<file path="src/core/iww_pkg.sv">
package iww_pkg;

	// counter geometry
	localparam int CNT_W = 14;
	localparam int PRE_W = 8;
	localparam logic [CNT_W-1:0] CNT_RESET = 14'h3FFF;

	// refresh byte sequence
	localparam logic [7:0] REFRESH_FIRST = 8'h00;
	localparam logic [7:0] REFRESH_SECOND = 8'hFF;

	// division ratio codes (prescale minus one per code)
	localparam logic [3:0] DIV_CODE_1 = 4'h0;
	localparam logic [3:0] DIV_CODE_16 = 4'h1;
	localparam logic [3:0] DIV_CODE_32 = 4'h2;
	localparam logic [3:0] DIV_CODE_64 = 4'h3;
	localparam logic [3:0] DIV_CODE_128 = 4'h4;
	localparam logic [3:0] DIV_CODE_256 = 4'h5;
	localparam logic [PRE_W-1:0] PRE_M1_1 = 8'h00;
	localparam logic [PRE_W-1:0] PRE_M1_16 = 8'h0F;
	localparam logic [PRE_W-1:0] PRE_M1_32 = 8'h1F;
	localparam logic [PRE_W-1:0] PRE_M1_64 = 8'h3F;
	localparam logic [PRE_W-1:0] PRE_M1_128 = 8'h7F;
	localparam logic [PRE_W-1:0] PRE_M1_256 = 8'hFF;

	// timeout reload values, indexed by timeout select
	localparam logic [CNT_W-1:0] TMO_RELOAD_0 = 14'h03FF;
	localparam logic [CNT_W-1:0] TMO_RELOAD_1 = 14'h0FFF;
	localparam logic [CNT_W-1:0] TMO_RELOAD_2 = 14'h1FFF;
	localparam logic [CNT_W-1:0] TMO_RELOAD_3 = 14'h3FFF;

	// window positions in quarters of the timeout span
	localparam logic [2:0] QTR_0 = 3'h0;
	localparam logic [2:0] QTR_1 = 3'h1;
	localparam logic [2:0] QTR_2 = 3'h2;
	localparam logic [2:0] QTR_3 = 3'h3;
	localparam logic [2:0] QTR_4 = 3'h4;

	// reset-or-interrupt select encoding
	localparam logic SEL_IRQ = 1'b0;
	localparam logic SEL_RESET = 1'b1;

	// counter control states, gray along idle -> count -> halt
	typedef enum logic [1:0] {
		IWW_IDLE = 2'b00,
		IWW_COUNT = 2'b01,
		IWW_HALT = 2'b11
	} iww_state_t;

endpackage : iww_pkg

</file>
<file path="src/core/iww_core.sv">
`timescale 1ns/1ns
// How it works
// [RULE1] prescaler divides dedicated clock by 1..256
// [RULE2] fourteen-bit counter decrements per prescaled tick
// [RULE3] auto-start mode counts right after reset
// [RULE4] 00h then FFh refresh starts register mode
// [RULE5] reset stops counter, restores initial values
// [RULE6] sleep-stop enabled halts counting in low power
// [RULE7] register mode stops on underflow or error
// [RULE8] refresh permitted only between window positions
// [RULE9] reset output on underflow or refresh error
// [RULE10] interrupt on underflow and refresh error
// [RULE11] counter value readable as count status
// [RULE12] reset, interrupt and sleep-stop outputs exist
// [RULE13] event pulses for underflow and refresh error
// [RULE14] auto mode takes settings from boot option
// [RULE15] register mode takes control settings at refresh
// [RULE16] select zero means interrupt, one means reset
// [RULE17] nonmaskable enable picks nmi or maskable irq
// [RULE18] valid refresh reloads counter, keeps counting
// [RULE19] only FFh directly after 00h counts
module iww_core
	import iww_pkg::*;
(
	input wire logic core_clk,
	input wire logic rst_n,
	input wire logic dedicated_watchdog_clock,
	input wire logic auto_start_mode,
	input wire logic [3:0] boot_division_ratio_select,
	input wire logic [1:0] boot_timeout_period_select,
	input wire logic [1:0] boot_window_start_select,
	input wire logic [1:0] boot_window_end_select,
	input wire logic boot_reset_or_irq_select,
	input wire logic boot_sleep_count_stop_enable,
	input wire logic [3:0] division_ratio_select,
	input wire logic [1:0] timeout_period_select,
	input wire logic [1:0] window_start_select,
	input wire logic [1:0] window_end_select,
	input wire logic reset_or_irq_select,
	input wire logic sleep_count_stop_enable,
	input wire logic watchdog_nonmaskable_enable,
	input wire logic low_power_mode,
	input wire logic refresh_wr,
	input wire logic [7:0] refresh_data,
	output logic [CNT_W-1:0] count_status_register,
	output logic counting,
	output logic wdt_reset_out,
	output logic underflow_interrupt,
	output logic underflow_nmi,
	output logic sleep_count_stop,
	output logic evt_underflow,
	output logic evt_refresh_error
);

	// prescale minus one for a division code; unused codes fall back to 1
	function automatic logic [PRE_W-1:0] pre_m1(input logic [3:0] code);
		case (code)
			DIV_CODE_16: pre_m1 = PRE_M1_16;
			DIV_CODE_32: pre_m1 = PRE_M1_32;
			DIV_CODE_64: pre_m1 = PRE_M1_64;
			DIV_CODE_128: pre_m1 = PRE_M1_128;
			DIV_CODE_256: pre_m1 = PRE_M1_256;
			default: pre_m1 = PRE_M1_1;
		endcase
	endfunction : pre_m1

	// counter reload value for a timeout select
	function automatic logic [CNT_W-1:0] tmo_reload(input logic [1:0] sel);
		case (sel)
			2'h0: tmo_reload = TMO_RELOAD_0;
			2'h1: tmo_reload = TMO_RELOAD_1;
			2'h2: tmo_reload = TMO_RELOAD_2;
			default: tmo_reload = TMO_RELOAD_3;
		endcase
	endfunction : tmo_reload

	// count value at a number of quarters of the timeout span
	function automatic logic [CNT_W-1:0] win_pos(input logic [1:0] tsel, input logic [2:0] qtr);
		logic [CNT_W:0] quarter;
		logic [CNT_W+2:0] prod;
		quarter = ({1'b0, tmo_reload(tsel)} + 15'h0001) >> 2;
		prod = quarter * qtr;
		if (qtr == QTR_4)
			win_pos = tmo_reload(tsel);
		else
			win_pos = prod[CNT_W-1:0];
	endfunction : win_pos

	// start select to quarters: 75%, 50%, 25%, 100%
	function automatic logic [2:0] start_qtr(input logic [1:0] sel);
		case (sel)
			2'h0: start_qtr = QTR_3;
			2'h1: start_qtr = QTR_2;
			2'h2: start_qtr = QTR_1;
			default: start_qtr = QTR_4;
		endcase
	endfunction : start_qtr

	// end select to quarters: 75%, 50%, 25%, 0%
	function automatic logic [2:0] end_qtr(input logic [1:0] sel);
		case (sel)
			2'h0: end_qtr = QTR_3;
			2'h1: end_qtr = QTR_2;
			2'h2: end_qtr = QTR_1;
			default: end_qtr = QTR_0;
		endcase
	endfunction : end_qtr

	// control state
	iww_state_t state;
	iww_state_t next_state;

	// mode strap and active settings
	logic cfg_loaded;
	logic mode_auto;
	logic [3:0] act_div;
	logic [1:0] act_tmo;
	logic [1:0] act_wstart;
	logic [1:0] act_wend;
	logic act_rsel;
	logic act_sleep_count_stop_enable;

	// prescaler and down-counter
	logic [PRE_W-1:0] presc;
	logic [CNT_W-1:0] count;
	logic [CNT_W-1:0] next_count;

	// refresh sequence and clock edge tracking
	logic armed;
	logic clk_prev;

	// watchdog clock edge, seen at the first core edge that finds the clock high
	wire clk_rise = dedicated_watchdog_clock & ~clk_prev;

	// counting is held off in low power when sleep-stop is on
	wire cnt_stop = act_sleep_count_stop_enable & low_power_mode; // [RULE6]
	wire in_count = (state == IWW_COUNT);
	wire run = in_count & ~cnt_stop;

	// prescaled tick and underflow at count zero
	wire [PRE_W-1:0] pre_last = pre_m1(act_div);
	wire pre_tick = run & clk_rise & (presc == pre_last);
	wire underflow = pre_tick & (count == '0);

	// an FFh write counts only right after a 00h write
	wire refresh = refresh_wr & armed & (refresh_data == REFRESH_SECOND);

	// permitted span lies between the start and end positions
	wire [CNT_W-1:0] ws_pos = win_pos(act_tmo, start_qtr(act_wstart));
	wire [CNT_W-1:0] we_pos = win_pos(act_tmo, end_qtr(act_wend));
	wire in_window = (count <= ws_pos) & (count >= we_pos); // [RULE8]

	// refresh outcome while counting or stopped
	wire refresh_ok = refresh & in_count & in_window;
	wire refresh_err = refresh & in_count & ~in_window;
	wire refresh_start = refresh & ~in_count & cfg_loaded & ~mode_auto;
	wire fault = underflow | refresh_err;

	// faults steered by the select bit, nmi or maskable by live enable
	wire route_reset = fault & (act_rsel == SEL_RESET);
	wire route_irq = fault & (act_rsel == SEL_IRQ);

	// settings used to start from a refresh in register mode
	wire [1:0] start_tmo = (state == IWW_IDLE) ? timeout_period_select : act_tmo;
	wire [CNT_W-1:0] start_reload = tmo_reload(start_tmo);

	// reload for the active timeout, auto-start and prescaler restart
	wire [CNT_W-1:0] reload_val = tmo_reload(act_tmo);
	wire auto_go = (state == IWW_IDLE) & cfg_loaded & mode_auto;
	wire pre_clear = refresh_start | refresh_ok | fault | ~run;

	// counter state transitions
	always_comb
	begin
		next_state = state;
		case (state)
			IWW_IDLE:
			begin
				if (cfg_loaded & mode_auto)
					next_state = IWW_COUNT; // [RULE3]
				else if (refresh_start)
					next_state = IWW_COUNT; // [RULE4]
			end
			IWW_COUNT:
			begin
				if (fault & ~mode_auto)
					next_state = IWW_HALT; // [RULE7]
			end
			IWW_HALT:
			begin
				if (refresh_start)
					next_state = IWW_COUNT;
			end
			default: next_state = IWW_IDLE;
		endcase
	end

	// counter next value
	always_comb
	begin
		next_count = count;
		if (auto_go)
			next_count = reload_val; // [RULE3]
		else if (refresh_start)
			next_count = start_reload; // [RULE4]
		else if (refresh_ok)
			next_count = reload_val; // [RULE18]
		else if (underflow & mode_auto)
			next_count = reload_val;
		else if (refresh_err & mode_auto)
			next_count = reload_val;
		else if (pre_tick & (count != '0))
			next_count = count - 14'h0001; // [RULE2]
	end

	// state and counter
	always_ff @(posedge core_clk)
	begin
		if (!rst_n)
		begin
			state <= IWW_IDLE; // [RULE5]
			count <= CNT_RESET;
		end
		else
		begin
			state <= next_state;
			count <= next_count;
		end
	end

	// previous level of the watchdog clock for edge detection
	always_ff @(posedge core_clk)
	begin
		if (!rst_n)
			clk_prev <= 1'b0;
		else
			clk_prev <= dedicated_watchdog_clock;
	end

	// prescaler, restarted whenever the counter is (re)loaded
	always_ff @(posedge core_clk)
	begin
		if (!rst_n)
			presc <= '0;
		else if (pre_clear)
			presc <= '0;
		else if (clk_rise)
			presc <= (presc == pre_last) ? '0 : presc + 8'h01; // [RULE1]
	end

	// refresh sequence tracker: only 00h arms, anything else disarms
	always_ff @(posedge core_clk)
	begin
		if (!rst_n)
			armed <= 1'b0;
		else if (refresh_wr)
			armed <= (refresh_data == REFRESH_FIRST); // [RULE19]
	end

	// mode strap and settings, caught in the first cycle after reset and, in register mode, again at the refresh that starts from idle
	always_ff @(posedge core_clk)
	begin
		if (!rst_n)
		begin
			cfg_loaded <= 1'b0;
			mode_auto <= 1'b0;
			act_div <= DIV_CODE_1;
			act_tmo <= 2'h3;
			act_wstart <= 2'h3;
			act_wend <= 2'h3;
			act_rsel <= SEL_IRQ;
			act_sleep_count_stop_enable <= 1'b0;
		end
		else if (!cfg_loaded)
		begin
			cfg_loaded <= 1'b1;
			mode_auto <= auto_start_mode;
			act_rsel <= auto_start_mode ? boot_reset_or_irq_select : reset_or_irq_select;
			act_sleep_count_stop_enable <= auto_start_mode ? boot_sleep_count_stop_enable
				: sleep_count_stop_enable; // [RULE6]
			if (auto_start_mode)
			begin
				act_div <= boot_division_ratio_select; // [RULE14]
				act_tmo <= boot_timeout_period_select;
				act_wstart <= boot_window_start_select;
				act_wend <= boot_window_end_select;
			end
		end
		else if (refresh_start & (state == IWW_IDLE))
		begin
			act_div <= division_ratio_select; // [RULE15]
			act_tmo <= timeout_period_select;
			act_wstart <= window_start_select;
			act_wend <= window_end_select;
			act_rsel <= reset_or_irq_select;
			act_sleep_count_stop_enable <= sleep_count_stop_enable;
		end
	end

	// fault outputs: one-cycle pulses, reset and interrupts steered by the select bit
	always_ff @(posedge core_clk)
	begin
		if (!rst_n)
		begin
			wdt_reset_out <= 1'b0;
			underflow_interrupt <= 1'b0;
			underflow_nmi <= 1'b0;
			evt_underflow <= 1'b0;
			evt_refresh_error <= 1'b0;
		end
		else
		begin
			wdt_reset_out <= route_reset; // [RULE9] [RULE16]
			underflow_interrupt <= route_irq & ~watchdog_nonmaskable_enable; // [RULE10] [RULE17]
			underflow_nmi <= route_irq & watchdog_nonmaskable_enable; // [RULE17]
			evt_underflow <= underflow; // [RULE13]
			evt_refresh_error <= refresh_err; // [RULE13]
		end
	end

	// count status shows the value after this cycle's update
	always_ff @(posedge core_clk)
	begin
		if (!rst_n)
			count_status_register <= CNT_RESET;
		else
			count_status_register <= next_count; // [RULE11]
	end

	// counting and sleep-stop control levels
	always_ff @(posedge core_clk)
	begin
		if (!rst_n)
		begin
			counting <= 1'b0;
			sleep_count_stop <= 1'b0;
		end
		else
		begin
			counting <= (next_state == IWW_COUNT);
			sleep_count_stop <= act_sleep_count_stop_enable; // [RULE12]
		end
	end

endmodule : iww_core

</file>
<file path="config.mk">
export PLATFORM = sky130hd
export DESIGN_NAME = iww_core
export DESIGN_NICKNAME = d
export VERILOG_FILES = /design/src/core/iww_pkg.sv /design/src/core/iww_core.sv
export SDC_FILE = /design/constraint.sdc
export NUM_CORES = 1
export LEC_CHECK = 0
export BUFFER_PORTS_ARGS = -buffer_cell sky130_fd_sc_hd__buf_2
export CORE_MARGIN = 5
export CORE_UTILIZATION = 56
export CTS_CLUSTER_DIAMETER = 40
export DETAILED_ROUTE_END_ITERATION = 16
export HOLD_SLACK_MARGIN = 0.1
export PLACE_DENSITY = 0.8
export SYNTH_ARGS = -nofsm -noshare
export SYNTH_HDL_FRONTEND = slang
export SYNTH_SLANG_ARGS = --single-unit
</file>
<file path="constraint.sdc">
create_clock -name core_clk -period 5.3 [get_ports core_clk]
set_clock_uncertainty 0.1 [all_clocks]
set_input_delay 0.53 -clock core_clk [delete_from_list [all_inputs] [get_ports core_clk]]
set_output_delay 0.53 -clock core_clk [all_outputs]
set_load 0.005 [all_outputs]
</file>
==> reports/results.ini <==
[floorplanning]
dieArea_mm2 = 0.007327
core_mm2 = 0.005540
die_w_um = 85.60
ios = 60
fp-row-count = 27
die_y_um = 85.60
start_util = 0.5777

[global_routing]
gr-total-overflow = 0
grt_max_degree = 21
grt_usage = 0.2179
antenna_found_initial = 0
grt_pass1_wl_mm = 13.17
grt_pass1_vias = 3077

[clock_network]
cts_root_buf = clkbuf_8
cts_tree = done
clock_sinks = 47
cts_buffer_depth = 2
clk_pin_slew_ns = 0.10
cts-resized-gates = 0
h-tree-depth = 2
postCtsSetupRepairBufs = 0
insertion_delay_ns = 0.30
holdBufCountCts = 0
cts_buffers = 5

[sta]
tns_ns = 0
period_share = 0.8587
max_freq_ghz = 0.2197
finalCriticalPeriod_ns = 4.551
tightest_slew_ns = 0.8044
hold_viol = 0
drv_slew = 0
rsz0062_at_grt = no
finalSetupViolCount = 0
slew_headroom = 0.4630

[final_layout]
fill_cells = 486
final_common_cell = buf_2
area_growth_pct = 13.92
multi_input_area_mm2 = 0.002143
diodes = 0
drive_above_1_share = 0.1685
regArea_um2 = 940.9
final_area_mm2 = 0.003646
final_cell_mix = 59 x buf_2, 53 x nand2_1, 47 x dfxtp_1
utilization = 0.6581
fin_cells = 529
nets = 524

[worst_setup_path]
critPathArrivalTime_ns = 4.65
start_kind = register
cp_slowest_cell = fa_1
worstReg2RegEnd = count_status_register[12]
required_ns = 5.40
cp_cell_sequence = inv_1, nand2_1, nor2_1, fa_1, inv_1, fa_1, xor2_1, nor3_1, a21oi_1, nand2_1, ha_1, nand4_1, a311o_1, a211o_1, o311a_1, nor3_1, nor3b_1, a31oi_1
reg2reg_from = act_tmo[1]
worstPathMaxFanout = 12
cp_num_buf_inv = 2
ff2ff_setup_slack_ns = 0.75
r2r_cells = 18
end_kind = register
critical-path-top-delay-family = adder cells
crit_type = reg2reg
cp_slowest_stage_delay_ns = 0.55

[synth]
ys_types = 52
ys_async_sr_fraction = 0
synth_area_leader_cell = dfxtp_1
syn-cell-area_mm2 = 0.003201
yosys-top-cells-area = dfxtp_1 29%, ha_1 10%, nand2_1 6.2%
synth_edf_count = 0
synth.yosys.seq_area_share = 0.2940
postSynthCellCount = 402
yosys_warnings = 0
synth_fp_nets = 470
synth_area_per_cell_um2 = 7.962
netlist.area_leader.share = 0.2940
yosys_most_used_dff = dfxtp_1
yosys_register_bits = 47

[routing]
finalWirelength_mm = 7.928
drcViolationCount = 0
wire_per_inst_um = 14.99
first_iter_violations = 166
route.vias.total = 3089
antenna_left = 0
vias_per_cell = 5.839
drtPass1Iterations = 4

[hold_path]
min_to = underflow_interrupt
hp-class = in2reg
min-delay-start = watchdog_nonmaskable_enable
holdPathStages = 2

[pwr]
combPwrFrac = 0.177
p_clk_frac = 0.335
leakage_nw = 1.512
p_int_mw = 0.5671
peakVddDrop_mv = 0.1230
power_density_mw_per_mm2 = 215.9
p_switching_mw = 0.2200
p_sw_frac = 0.2795
seq_power_share = 0.488

[placement]
hpwl_mm = 6.172
portBuffers = 59
placed_cell_area_mm2 = 0.003533
gp_congestion = 0.8781
placed_cells = 521

[run_status]
outcome = finished clean

[run]
max-cap-violations = 0

worst max-delay path by stage:
stage	start	to	slack (ns)	cells past startpoint
after floorplan	act_tmo[1]	count_status_register[1]	0.99	18
after global placement	act_tmo[1]	count_status_register[12]	1.05	18
after detailed placement	act_tmo[1]	count_status_register[12]	0.83	18
after CTS	act_tmo[1]	count_status_register[12]	0.81	18
after global routing	act_wstart[1]	count_status_register[12]	0.35	20
final	act_tmo[1]	count_status_register[12]	0.75	18
sequential cells by signal (all words and copies together), names as in the netlist, 2 cells and up:
register and cells:
presc 8, act_wstart 2, act_wend 2, state 2, act_div 4, act_tmo 2, count_status_register 14
kinds of logic after synthesis:
group           after synthesis  synth area share
mux                          14           0.04378
buf+inv                      28           0.03636
simple gates                188            0.2897
xor+xnor                     21           0.05747
flops                        47            0.2940
fa+ha+maj                    29            0.1204
compound gates               75            0.1583
synthesized netlist by cell type, types with 4 or more instances:
| cell | n |
|---|---|
| a211oi_1 | 5 |
| a21oi_1 | 19 |
| clkbuf_1 | 11 |
| dfxtp_1 | 47 |
| ha_1 | 26 |
| inv_1 | 14 |
| mux2i_1 | 14 |
| nand2_1 | 53 |
| nand2b_1 | 9 |
| nand3_1 | 9 |
| nand4_1 | 6 |
| nor2_1 | 46 |
| nor2b_1 | 10 |
| nor3_1 | 15 |
| nor3b_1 | 5 |
| nor4_1 | 9 |
| o21ai_0 | 20 |
| or2_2 | 4 |
| or3_1 | 7 |
| xnor2_1 | 8 |
| xor2_1 | 13 |
stage by stage:
stage	power (mW)	worst slack, ns	hold slack (ns)
after floorplan	0.4841	0.9902	0.3337
after detailed placement	0.5298	0.8349	0.3615
after global routing	0.8311	0.3491	0.2987
final	0.7871	0.7487	0.3049
after global placement	0.5231	1.046	0.3602
after CTS	0.7910	0.8095	0.2926
per-layer routing:
layer,share of wire,GRT usage,wire (um),up-vias
met5,0,0,0,-
met4,0.019,0.07626,150,0
met3,0.047,0.04227,375,19
met2,0.51,0.3941,4040,74
met1,0.42,0.2550,3360,1459
li1,-,-,-,1537
final cells by class:
type	count	share of cell area
clock buffer	5	0.01887
inverter	15	0.01544
multi-input combinational	327	0.5879
tap	72	0.02471
timing repair buffer	60	0.08305
clock inverter	3	0.01201
sequential	47	0.2581
power by group through the flow:
stage | Clock, mW | Sequential [mW] | Combinational [mW]
5_1_grt | 0.287 | 0.386 | 0.158
2_1_floorplan | 0 | 0.381 | 0.104
3_5_place_dp | 0 | 0.391 | 0.139
3_3_place_gp | 0 | 0.391 | 0.132
6_report | 0.264 | 0.384 | 0.139
4_1_cts | 0.269 | 0.383 | 0.139
Note: power is estimated with default switching activity, not from simulation.
